==> src/hw/fmc_pkg.sv <==
// Purpose: Shared constants for the fast timer match and capture block
// Assumes: APB slave with 32-bit data, one aligned word per register
// Notes: Addresses are the full byte addresses seen on paddr
`default_nettype none

package fmc_pkg;

  // Register byte addresses
  localparam logic [31:0] FMC_ADDR_STATUS = 32'h4003_8000;
  localparam logic [31:0] FMC_ADDR_CTRL = 32'h4003_8004;
  localparam logic [31:0] FMC_ADDR_COUNT = 32'h4003_8008;
  localparam logic [31:0] FMC_ADDR_PLIMIT = 32'h4003_800C;
  localparam logic [31:0] FMC_ADDR_PCOUNT = 32'h4003_8010;
  localparam logic [31:0] FMC_ADDR_MCTRL = 32'h4003_8014;
  localparam logic [31:0] FMC_ADDR_CMP_A = 32'h4003_8018;
  localparam logic [31:0] FMC_ADDR_CMP_B = 32'h4003_801C;
  localparam logic [31:0] FMC_ADDR_CMP_C = 32'h4003_8020;
  localparam logic [31:0] FMC_ADDR_CCR = 32'h4003_8028;
  localparam logic [31:0] FMC_ADDR_CAP_A = 32'h4003_802C;
  localparam logic [31:0] FMC_ADDR_CAP_B = 32'h4003_8030;

  // Reset value shared by every register
  localparam logic [31:0] FMC_RST_WORD = 32'h0000_0000;

  // Geometry
  localparam int unsigned FMC_CNT_W = 32;
  localparam int unsigned FMC_PRESCALE_W = 16;
  localparam int unsigned FMC_NUM_CMP = 3;

  // Timer control fields
  localparam int unsigned FMC_CTRL_W = 2;
  localparam int unsigned FMC_CTRL_RUN = 0;
  localparam int unsigned FMC_CTRL_CLR = 1;

  // Match action control: three fields per compare register
  localparam int unsigned FMC_MCTRL_W = 9;
  localparam int unsigned FMC_MC_STRIDE = 3;
  localparam int unsigned FMC_MC_IRQ = 0;
  localparam int unsigned FMC_MC_CLR = 1;
  localparam int unsigned FMC_MC_HALT = 2;

  // Capture edge control: three fields per channel
  localparam int unsigned FMC_CCR_W = 6;
  localparam int unsigned FMC_CC_STRIDE = 3;
  localparam int unsigned FMC_CC_RISE = 0;
  localparam int unsigned FMC_CC_FALL = 1;
  localparam int unsigned FMC_CC_IRQ = 2;

  // Interrupt status layout
  localparam int unsigned FMC_ST_W = 6;
  localparam int unsigned FMC_ST_MATCH = 0;
  localparam int unsigned FMC_ST_CAP_A = 4;
  localparam int unsigned FMC_ST_CAP_B = 5;

endpackage

`default_nettype wire
==> src/hw/fmc_capture_chan.sv <==
// Purpose: One capture channel, synchroniser, edge detect and count latch
// Assumes: Capture pin is asynchronous to pclk
// Notes: Latch takes the count seen in the cycle the edge is detected
`default_nettype none

module fmc_capture_chan
  import fmc_pkg::*;
#(
  parameter int unsigned W = FMC_CNT_W
) (
  input wire logic pclk,
  input wire logic presetn,
  input wire logic capture_pin,
  input wire logic rise_enable,
  input wire logic fall_enable,
  input wire logic [W-1:0] count_value,
  output logic capture_pulse,
  output logic [W-1:0] latched_count
);

  logic meta_ff;
  logic sync_ff;
  logic prev_ff;
  logic [W-1:0] latched_count_ff;

  // Meta stage feeds only the second stage
  always_ff @(posedge pclk or negedge presetn) begin
    if (!presetn) begin
      meta_ff <= 1'b0;
      sync_ff <= 1'b0;
      prev_ff <= 1'b0;
    end else begin
      meta_ff <= capture_pin;
      sync_ff <= meta_ff;
      prev_ff <= sync_ff;
    end
  end

  // Both enables together give capture on either edge
  assign capture_pulse = (rise_enable && sync_ff && !prev_ff) ||
                         (fall_enable && !sync_ff && prev_ff);

  always_ff @(posedge pclk or negedge presetn) begin
    if (!presetn) begin
      latched_count_ff <= '0;
    end else if (capture_pulse) begin
      latched_count_ff <= count_value;
    end
  end

  assign latched_count = latched_count_ff;

endmodule

`default_nettype wire

==> src/hw/fmc_match_capture.sv <==
// Purpose: Match and capture section of the fast timer, with its counter core
// Assumes: APB slave, pclk is the peripheral clock, single clock domain
// Notes: Each transfer has one wait state so bus outputs come from flops
//
// Function
// - Match control bit 0 gates compare A status
// - Bit 1 clears counter on compare A
// - Bit 2 halts counter on compare A
// - Match control bit 3 gates compare B status
// - Bits 4-8 give B and C actions
// - Compare registers 32-bit RW, reset zero, no side-effects
// - Clear on match at end of matched period
// - Match status rises one clock after reaching
// - Halt clears run enable one clock later
// - Capture bit 0: rising edge loads capture A
// - Capture bit 1: falling edge loads capture A
// - Capture bit 2: capture A sets status
// - Capture bit 3: rising tick loads capture B
// - Capture bit 4: falling tick loads capture B
// - Capture bit 5: capture B sets status
// - Both edge enables together capture either edge
// - Capture control bits 31:6 ignore writes
// - Capture A read-only, reset zero, last count
// - Capture B read-only, reset zero, last count
// - Counter advances every prescale limit plus one
// - Status write one clears, zero keeps
// - Counter runs only while run enable set
//
// The APB register port is this design's own decision.
`default_nettype none

module fmc_match_capture
  import fmc_pkg::*;
#(
  parameter int unsigned PRESCALE_W = FMC_PRESCALE_W
) (
  input wire logic pclk,
  input wire logic presetn,
  input wire logic psel,
  input wire logic penable,
  input wire logic pwrite,
  input wire logic [31:0] paddr,
  input wire logic [31:0] pwdata,
  output logic [31:0] prdata,
  output logic pready,
  output logic pslverr,
  input wire logic general_capture_input,
  input wire logic tick_capture_input,
  output logic [FMC_CNT_W-1:0] count_value,
  output logic [FMC_ST_W-1:0] timer_irq_status
);

  if (PRESCALE_W < 1 || PRESCALE_W > 32) begin : g_bad_width
    $error("PRESCALE_W must lie between 1 and 32");
  end

  logic [31:0] prdata_ff;
  logic pready_ff;
  logic pslverr_ff;
  logic [FMC_CTRL_W-1:0] timer_control_ff;
  logic [PRESCALE_W-1:0] prescale_limit_ff;
  logic [PRESCALE_W-1:0] pcount_ff;
  logic [FMC_CNT_W-1:0] count_ff;
  logic [FMC_MCTRL_W-1:0] match_action_control_ff;
  logic [FMC_CNT_W-1:0] compare_ff [FMC_NUM_CMP];
  logic [FMC_CCR_W-1:0] capture_edge_control_ff;
  logic [FMC_ST_W-1:0] timer_irq_status_ff;
  logic [FMC_ST_W-1:0] nxt_status;
  logic [FMC_CNT_W-1:0] captured_count_a;
  logic [FMC_CNT_W-1:0] captured_count_b;
  logic cap_a_pulse;
  logic cap_b_pulse;
  logic [FMC_NUM_CMP-1:0] cmp_hit;
  logic [FMC_NUM_CMP-1:0] irq_en;
  logic [FMC_NUM_CMP-1:0] clr_en;
  logic [FMC_NUM_CMP-1:0] halt_en;
  logic any_clear;
  logic any_halt;
  logic tick;
  logic acc_first;
  logic wr_take;
  logic [31:0] rd_word;
  logic addr_ok;

  // Bus handshake, one wait state per access
  assign acc_first = psel && penable && !pready_ff;
  assign wr_take = psel && penable && pready_ff && pwrite && !pslverr_ff;

  always_comb begin
    rd_word = FMC_RST_WORD;
    addr_ok = 1'b1;
    if (paddr == FMC_ADDR_STATUS) begin
      rd_word = 32'(timer_irq_status_ff);
    end else if (paddr == FMC_ADDR_CTRL) begin
      rd_word = 32'(timer_control_ff);
    end else if (paddr == FMC_ADDR_COUNT) begin
      rd_word = count_ff;
    end else if (paddr == FMC_ADDR_PLIMIT) begin
      rd_word = 32'(prescale_limit_ff);
    end else if (paddr == FMC_ADDR_PCOUNT) begin
      rd_word = 32'(pcount_ff);
    end else if (paddr == FMC_ADDR_MCTRL) begin
      rd_word = 32'(match_action_control_ff);
    end else if (paddr == FMC_ADDR_CMP_A) begin
      rd_word = compare_ff[0];
    end else if (paddr == FMC_ADDR_CMP_B) begin
      rd_word = compare_ff[1];
    end else if (paddr == FMC_ADDR_CMP_C) begin
      rd_word = compare_ff[2];
    end else if (paddr == FMC_ADDR_CCR) begin
      rd_word = 32'(capture_edge_control_ff);
    end else if (paddr == FMC_ADDR_CAP_A) begin
      rd_word = captured_count_a;
    end else if (paddr == FMC_ADDR_CAP_B) begin
      rd_word = captured_count_b;
    end else begin
      addr_ok = 1'b0;
    end
  end

  always_ff @(posedge pclk or negedge presetn) begin
    if (!presetn) begin
      pready_ff <= 1'b0;
      pslverr_ff <= 1'b0;
      prdata_ff <= FMC_RST_WORD;
    end else begin
      pready_ff <= acc_first;
      pslverr_ff <= acc_first && !addr_ok;
      if (acc_first && !pwrite) begin
        prdata_ff <= rd_word;
      end
    end
  end

  // Match decode, one field group per compare register
  for (genvar i = 0; i < FMC_NUM_CMP; i++) begin : g_cmp
    assign cmp_hit[i] = (count_ff == compare_ff[i]);
    assign irq_en[i] = match_action_control_ff[i*FMC_MC_STRIDE+FMC_MC_IRQ];
    assign clr_en[i] = match_action_control_ff[i*FMC_MC_STRIDE+FMC_MC_CLR];
    assign halt_en[i] = match_action_control_ff[i*FMC_MC_STRIDE+FMC_MC_HALT];
  end

  assign any_clear = |(cmp_hit & clr_en);
  assign any_halt = |(cmp_hit & halt_en);

  // Control and configuration registers
  always_ff @(posedge pclk or negedge presetn) begin
    if (!presetn) begin
      match_action_control_ff <= FMC_RST_WORD[FMC_MCTRL_W-1:0];
      capture_edge_control_ff <= FMC_RST_WORD[FMC_CCR_W-1:0];
      prescale_limit_ff <= FMC_RST_WORD[PRESCALE_W-1:0];
      for (int k = 0; k < FMC_NUM_CMP; k++) begin
        compare_ff[k] <= FMC_RST_WORD;
      end
    end else if (wr_take) begin
      if (paddr == FMC_ADDR_MCTRL) begin
        match_action_control_ff <= pwdata[FMC_MCTRL_W-1:0];
      end else if (paddr == FMC_ADDR_CCR) begin
        capture_edge_control_ff <= pwdata[FMC_CCR_W-1:0];
      end else if (paddr == FMC_ADDR_PLIMIT) begin
        prescale_limit_ff <= pwdata[PRESCALE_W-1:0];
      end else if (paddr == FMC_ADDR_CMP_A) begin
        compare_ff[0] <= pwdata;
      end else if (paddr == FMC_ADDR_CMP_B) begin
        compare_ff[1] <= pwdata;
      end else if (paddr == FMC_ADDR_CMP_C) begin
        compare_ff[2] <= pwdata;
      end
    end
  end

  // Run enable: a halting match beats a software write in the same cycle
  always_ff @(posedge pclk or negedge presetn) begin
    if (!presetn) begin
      timer_control_ff <= FMC_RST_WORD[FMC_CTRL_W-1:0];
    end else begin
      if (wr_take && paddr == FMC_ADDR_CTRL) begin
        timer_control_ff <= pwdata[FMC_CTRL_W-1:0];
      end
      if (any_halt) begin
        timer_control_ff[FMC_CTRL_RUN] <= 1'b0;
      end
    end
  end

  // Prescaler
  assign tick = timer_control_ff[FMC_CTRL_RUN] && !timer_control_ff[FMC_CTRL_CLR] &&
                (pcount_ff == prescale_limit_ff);

  always_ff @(posedge pclk or negedge presetn) begin
    if (!presetn) begin
      pcount_ff <= FMC_RST_WORD[PRESCALE_W-1:0];
    end else if (timer_control_ff[FMC_CTRL_CLR]) begin
      pcount_ff <= '0;
    end else if (wr_take && paddr == FMC_ADDR_PCOUNT) begin
      pcount_ff <= pwdata[PRESCALE_W-1:0];
    end else if (tick) begin
      pcount_ff <= '0;
    end else if (timer_control_ff[FMC_CTRL_RUN]) begin
      pcount_ff <= pcount_ff + 1'b1;
    end
  end

  // Counter clears at once on control bit 1, and on a match only at the tick that ends the matched period
  always_ff @(posedge pclk or negedge presetn) begin
    if (!presetn) begin
      count_ff <= FMC_RST_WORD;
    end else if (timer_control_ff[FMC_CTRL_CLR]) begin
      count_ff <= '0;
    end else if (wr_take && paddr == FMC_ADDR_COUNT) begin
      count_ff <= pwdata;
    end else if (tick) begin
      count_ff <= any_clear ? '0 : count_ff + 1'b1;
    end
  end

  // Capture channels
  fmc_capture_chan #(
    .W(FMC_CNT_W)
  ) u_cap_a (
    .pclk(pclk),
    .presetn(presetn),
    .capture_pin(general_capture_input),
    .rise_enable(capture_edge_control_ff[FMC_CC_RISE]),
    .fall_enable(capture_edge_control_ff[FMC_CC_FALL]),
    .count_value(count_ff),
    .capture_pulse(cap_a_pulse),
    .latched_count(captured_count_a)
  );

  fmc_capture_chan #(
    .W(FMC_CNT_W)
  ) u_cap_b (
    .pclk(pclk),
    .presetn(presetn),
    .capture_pin(tick_capture_input),
    .rise_enable(capture_edge_control_ff[FMC_CC_STRIDE+FMC_CC_RISE]),
    .fall_enable(capture_edge_control_ff[FMC_CC_STRIDE+FMC_CC_FALL]),
    .count_value(count_ff),
    .capture_pulse(cap_b_pulse),
    .latched_count(captured_count_b)
  );

  // Sticky status; a new event wins over a clear in the same cycle
  always_comb begin
    nxt_status = timer_irq_status_ff;
    if (wr_take && paddr == FMC_ADDR_STATUS) begin
      nxt_status = nxt_status & ~pwdata[FMC_ST_W-1:0];
    end
    nxt_status[FMC_ST_MATCH +: FMC_NUM_CMP] =
      nxt_status[FMC_ST_MATCH +: FMC_NUM_CMP] | (cmp_hit & irq_en);
    if (cap_a_pulse && capture_edge_control_ff[FMC_CC_IRQ]) begin
      nxt_status[FMC_ST_CAP_A] = 1'b1;
    end
    if (cap_b_pulse && capture_edge_control_ff[FMC_CC_STRIDE+FMC_CC_IRQ]) begin
      nxt_status[FMC_ST_CAP_B] = 1'b1;
    end
  end

  always_ff @(posedge pclk or negedge presetn) begin
    if (!presetn) begin
      timer_irq_status_ff <= FMC_RST_WORD[FMC_ST_W-1:0];
    end else begin
      timer_irq_status_ff <= nxt_status;
    end
  end

  assign prdata = prdata_ff;
  assign pready = pready_ff;
  assign pslverr = pslverr_ff;
  assign count_value = count_ff;
  assign timer_irq_status = timer_irq_status_ff;
endmodule

`default_nettype wire

==> config.mk <==
export PLATFORM = sky130hd
export DESIGN_NAME = fmc_match_capture
export DESIGN_NICKNAME = d
export VERILOG_FILES = /design/src/hw/fmc_pkg.sv /design/src/hw/fmc_capture_chan.sv /design/src/hw/fmc_match_capture.sv
export SDC_FILE = /design/constraint.sdc
export NUM_CORES = 1
export LEC_CHECK = 0
export ABC_AREA = 0
export BUFFER_PORTS_ARGS = -buffer_cell sky130_fd_sc_hd__buf_2
export CAP_MARGIN = 20
export CORE_MARGIN = 2
export CORE_UTILIZATION = 37
export DETAILED_ROUTE_END_ITERATION = 6
export SKIP_LAST_GASP = 1
export SYNTH_ARGS = -nofsm -noshare
export SYNTH_HDL_FRONTEND = slang
export SYNTH_SLANG_ARGS = --single-unit
==> constraint.sdc <==
create_clock -name pclk -period 3.4 [get_ports pclk]
set_input_delay 0.17 -clock pclk [delete_from_list [all_inputs] [get_ports pclk]]
set_output_delay 0.17 -clock pclk [all_outputs]
set_load 0.005 [all_outputs]
# ---- Word level (Yosys, flattened, before mapping)
# Index checks and enable logic that the tools add are counted.
dict set report word_totals {
  reg_bits 287
  input_bits 71
  out_inout_bits 72
  wordCells 138
}
dict set report classes {
  addsub 2
  n_eq_ne 16
  mux 37
  n_bitwise 11
  reduce_logical 47
}
# op n
set ops {}
lappend ops {{32-bit 2-to-1 mux} 16}
lappend ops {{32-bit by 31-bit == test with 1-bit output (second input constant)} 12}
lappend ops {{32-bit == test} 3}
lappend ops {{16-bit 2-to-1 mux} 4}
lappend ops {{32-bit by 1-bit adder with 32-bit output (second input constant)} 1}
lappend ops {{1-bit logical AND} 23}
lappend ops {{16-bit by 1-bit adder with 16-bit output (second input constant)} 1}
lappend ops {{16-bit == test} 1}
lappend ops {{1-bit 2-to-1 mux} 16}
lappend ops {{3-bit bitwise AND} 3}
lappend ops {{1-bit logical NOT} 9}
lappend ops {{7-bit AND reduction} 1}
lappend ops {{6-bit bitwise AND} 1}
lappend ops {{6-bit 2-to-1 mux} 1}
lappend ops {{6-bit NOT} 1}
lappend ops {{6-bit AND reduction} 1}
lappend ops {{2-bit nonzero test} 3}
lappend ops {{3-bit OR reduction} 2}
lappend ops {{1-bit NOT} 5}
lappend ops {{5-bit AND reduction} 1}
lappend ops {{4-bit AND reduction} 1}
lappend ops {{4-bit nonzero test} 1}
lappend ops {{3-bit bitwise OR} 1}
lappend ops {{3-bit AND reduction} 1}
lappend ops {{other kinds (3)} 4}

# ---- Longest topological paths before layout
dict set report logic_depth {
  word_depth 15
  mapped_depth 10
  depth_no_buf 8
}

# ---- Hierarchy
# Synthesis repeated with hierarchy kept, for this count alone.
dict set report hier_totals {
  cells_unflattened 1851
  area_unflattened_um2 17824.6
}
# mod instances cells_per_inst area_per_inst_um2 seq_area_each_um2
set modules_own_cells {}
lappend modules_own_cells {fmc_match_capture 1 1329 13065.0 5430.2}
lappend modules_own_cells {fmc_capture_chan 2 261 2379.8 875.8}

# ---- Worst setup path after synthesis
# OpenSTA, ideal clock, no wires.
dict set report synth_timing {
  path_kind {register to register}
  start {register pready_ff (netlist: pready)}
  end {register count_ff[11] (netlist: count_value[11])}
  setup_ns 0.138
  arrival_ns 2.122
  t_required_ns 3.262
  path_slack_ns 1.140
  stages_incl_launch_ff 9
  n_path_buf 1
  period_less_slack_ns 2.260
  cell_sequence {dfrtp_1 > nand2_1 > or3_1 > nor4_2 > or2_1 > nor4_2 > clkbuf_1 > a21oi_1 > o22ai_1}
}
dict set report synth_between {
  elab_chain_len 6
  elab_cells_between_ends 7
  cone_classes {mux: 2; reduce/logical: 5}
}
# item line
set synth_lines {}
lappend synth_lines {{start: declaration} fmc_match_capture.sv:58} ;# logic pready_ff;
lappend synth_lines {{start signal: assignment} fmc_match_capture.sv:127} ;# pready_ff <= acc_first;
lappend synth_lines {{1-bit logical AND (*) (3 in a row)} fmc_match_capture.sv:87} ;# assign wr_take = psel && penable && pready_ff && pwrite && !pslverr_ff;
lappend synth_lines {{1-bit logical AND (*)} fmc_match_capture.sv:210} ;# end else if (wr_take && paddr == FMC_ADDR_COUNT) begin
lappend synth_lines {{32-bit 2-to-1 mux} fmc_match_capture.sv:210}
lappend synth_lines {{32-bit 2-to-1 mux} fmc_match_capture.sv:208} ;# end else if (timer_control_ff[FMC_CTRL_CLR]) begin
lappend synth_lines {{end signal: assignment} fmc_match_capture.sv:211} ;# count_ff <= pwdata;
lappend synth_lines {{end signal: assignment} fmc_match_capture.sv:213} ;# count_ff <= any_clear ? '0 : count_ff + 1'b1;
lappend synth_lines {{end: declaration} fmc_match_capture.sv:63} ;# logic [FMC_CNT_W-1:0] count_ff;
# Every way passes the cells marked *; elsewhere a longest branch is shown, timed or not.
# A chain may end at the register's enable or synchronous reset.

# ---- Final worst setup path
dict set report layout_timing {
  start {register count_ff[6] (netlist: count_value[6])}
  end {register count_ff[4] (netlist: count_value[4])}
}
dict set report layout_between {
  elab_chain_len 7
  elab_cells_between_ends 9
  cone_classes {eq/ne: 3; mux: 4; bitwise: 1; reduce/logical: 1}
}
# item line
set layout_lines {}
lappend layout_lines {{32-bit == test} fmc_match_capture.sv:137} ;# assign cmp_hit[i] = (count_ff == compare_ff[i]);
lappend layout_lines {{3-bit bitwise AND (*)} fmc_match_capture.sv:143} ;# assign any_clear = |(cmp_hit & clr_en);
lappend layout_lines {{3-bit OR reduction (*)} fmc_match_capture.sv:143}
lappend layout_lines {{32-bit 2-to-1 mux (*)} fmc_match_capture.sv:213}
lappend layout_lines {{32-bit 2-to-1 mux (*)} fmc_match_capture.sv:212} ;# end else if (tick) begin
lappend layout_lines {{32-bit 2-to-1 mux (*)} fmc_match_capture.sv:210}
lappend layout_lines {{32-bit 2-to-1 mux (*)} fmc_match_capture.sv:208}
# Every way passes the cells marked *; elsewhere a longest branch is shown, timed or not. The select of a mux whose other input is x is not followed.

==> impl_metrics.toml <==
[hold_path]
min_to = "compare_ff[61]"
worst_hold_path_type = "input port to register"
min_from = "pwdata[29]"
whs_path_depth = 2

[cts]
insertion_delay_ns = 0.52
cts.path.max_buffers = 3
clock-sinks = 287
cts_tree = "built"
clkTransAtPathRegs_ns = 0.06
numCtsBuffers = 34
cts-htree-levels = 2
cts_root_buffer = "clkbuf_16"
cts_resized = 0

[cells_and_area]
fin_area_um2 = 18600
final_common_cell = "dfrtp_1"
diodes = 0
fin_util_pct = 44.4
mostFrequentLayoutCells = "287 x dfrtp_1, 163 x mux2_2, 141 x buf_2"
fillers = 3927
final_nets = 1716
areaGrowthSynthToFinish_pct = 18.2
drive_gt1_share_pct = 28.6

[floorplanning]
io_pins = 143
die_w_um = 210
die-area_um2 = 44200
start_util_pct = 37.6
core-area_um2 = 41900
die_y_um = 210
row_count = 75

[sta]
fmax_mhz = 329
finClkSkew_ns = 0.0149
fin_crit_ns = 3.04
final-max-slew-violation-count = 0
tns_ns = 0
rsz0062_at_grt = "false"
slew_headroom_pct = 30.8
finalHoldViolations = 0
worst_pin_slew_ns = 1.03
min_period_over_period_pct = 89.3
setup_viol = 0

[worst_setup_path]
r2r-start = "count_value[6]"
critical_path.slowest_cell = "dfrtp_1"
crit-reg2reg-capture = "count_value[4]"
critPathBufInv = 2
crit_family = "simple AND/OR/NAND/NOR gates"
arrival_ns = 3.37
crit_top_cell = "buf_4"
cp-end-kind = "register"
required_ns = 3.74
reg2reg_slack_ns = 0.36
start_kind = "register"
path_class = "register to register"
reg2reg_depth = 9
worstPathMaxFanout = 11
crit_chain = "xor2_1 > nor4_1 > nand4_1 > nor3_2 > buf_4 > nor4_2 > buf_4 > a21oi_1 > o22ai_1"
slowest_delay_ns = 0.75

[yosys]
async_reset_ff_share_pct = 100
postSynthAreaPerCell_um2 = 10.6
synth_cell_type_count = 77
synth-edff-count = 0
synth_fp_nets = 1560
synth_ff_type = "dfrtp_1"
syn-cell-area_um2 = 15800
synth_cells = 1487
yosysWarnings = 0
synth_seq_cells = 287
ys_seq_area_share_pct = 45.6

[global_routing]
antenna_found_initial = 0
grt_pass1_wl_um = 89300
grt_max_degree = 111
grt_overflow_total = 0
grt_use_total_pct = 27.0
grt_pass1_vias = 13400

[detailed_routing]
vias_per_cell = 6.18
wl_per_cell_um = 27.2
antenna_left = 0
first_pass_iters = 6
drt-initial-drc-count = 1603
vias = 13600
drc = 0
wirelength_um = 59900

[placement]
gp_congestion = 0.945
dp_hpwl_um = 42100
port_buffers = 142
place_area_um2 = 17300

[job]
drv_cap = 0

[power_and_ir_drop]
vdd_drop_max_mv = 0.372
leakagePower_nw = 8.56
power_density_nw_per_um2 = 392

[status]
status = "finished, final reports clean"
## flip-flops by register name, summed over array words and instances, names as in the netlist, 2 cells and up
name,count
timer_irq_status,6
u_cap_a.latched_count,32
u_cap_b.latched_count,32
timer_control_ff,2
pcount_ff,16
capture_edge_control_ff,6
match_action_control_ff,9
compare_ff,96
prdata,32
count_value,32
prescale_limit_ff,16
## kinds of logic (layout without fill, tap and decap cells)
family / count (synthesis) / count (layout) / synth area share, %
fa+ha+maj: 2 / 2 / 0.159
compound gates: 342 / 342 / 14.8
buf+inv: 176 / 355 / 5.03
xor+xnor: 116 / 116 / 6.45
mux: 202 / 202 / 14.4
flops: 287 / 287 / 45.6
simple gates: 362 / 362 / 13.6
## worst reg2reg max path, stage by stage (launching register included)
cell and delay [ns]:
dfrtp_1 0.75, xor2_1 0.18, nor4_1 0.42, nand4_1 0.21, nor3_2 0.45, buf_4 0.27
nor4_2 0.07, buf_4 0.18, a21oi_1 0.16, o22ai_1 0.17
## area by class of cell
type                            count  area [µm²]  share of cell area [%]
Timing Repair Buffer              246        1690                    9.08
Tap cell                          539         674                    3.62
Clock buffer                       50         982                    5.27
Inverter                           50         188                    1.01
Sequential cell                   287        7180                    38.6
Clock inverter                      9        76.3                   0.410
Multi-Input combinational cell   1024        7830                    42.0
## synth_stat cells, types with 8 or more instances
library cell    n  area share, %
a222oi_1       21            1.3
and3_1         11           0.44
nor4_2         10           0.79
a31oi_1        15           0.60
or3_1          11           0.44
o21ai_1        22           0.70
xor2_1        103            5.7
a211oi_1       19           0.91
nor2_1         61            1.5
nor3_1         37            1.2
nor4_1         40            1.6
xnor2_1        13           0.72
o22ai_1        21           0.83
mux2_2        163             12
o21ai_0        58            1.8
mux2_1         32            2.3
nand2_1        74            1.8
a21oi_1        57            1.8
nand3_1        37            1.2
dfrtp_1       287             46
a22oi_1        39            1.9
buf_4          12           0.57
a221oi_1       33            1.8
buf_2          52            1.7
clkbuf_1       58            1.4
nand4_1        17           0.68
inv_1          50            1.2
o211ai_1        8           0.38
## stage by stage
step           std cells  hold slack, ns  worst slack [ns]  power [mW]
2_1_floorplan       1487          -0.126              1.14        3.57
3_3_place_gp        2124           0.278             0.233        3.79
3_5_place_dp        2124           0.283             0.199        3.79
4_1_cts             2202        0.000402             0.181        7.33
5_1_grt             2205          0.0197             0.210        7.49
6_report            2205          0.0255             0.363        7.29
## report_power, final
group	switching [mW]	internal (mW)
registers	0.00784	3.43
clock network	1.47	2.08
logic	0.219	0.0868
## repair_timing
action | 4_1_cts | 5_1_grt
hold endpoints to repair | 145 | 0
setup buffers | 0 | 0
hold buffers | 19 | 0
## metal layers
layer / global-route usage [%] / vias to the layer above / part of all wire [%] / wire length, µm
li1: - / 5844 / - / -
met4: 10.1 / 0 / 3.7 / 2240
met2: 42.2 / 683 / 46 / 27400
met5: 0 / - / 0 / 0
met1: 38.2 / 6981 / 43 / 25500
met3: 3.86 / 124 / 8.0 / 4820
## how the worst max path moves through the flow
stage | from | end | slack (ns) | cells after the start
floorplan | pready | count_value[11] | 1.14 | 8
global placement | count_value[22] | count_value[4] | 0.23 | 10
detailed placement | count_value[22] | count_value[4] | 0.20 | 10
CTS | count_value[22] | count_value[4] | 0.18 | 10
global route | count_value[31] | count_value[20] | 0.21 | 10
finish | count_value[6] | count_value[4] | 0.36 | 9
(Power assumes the default switching activity.)
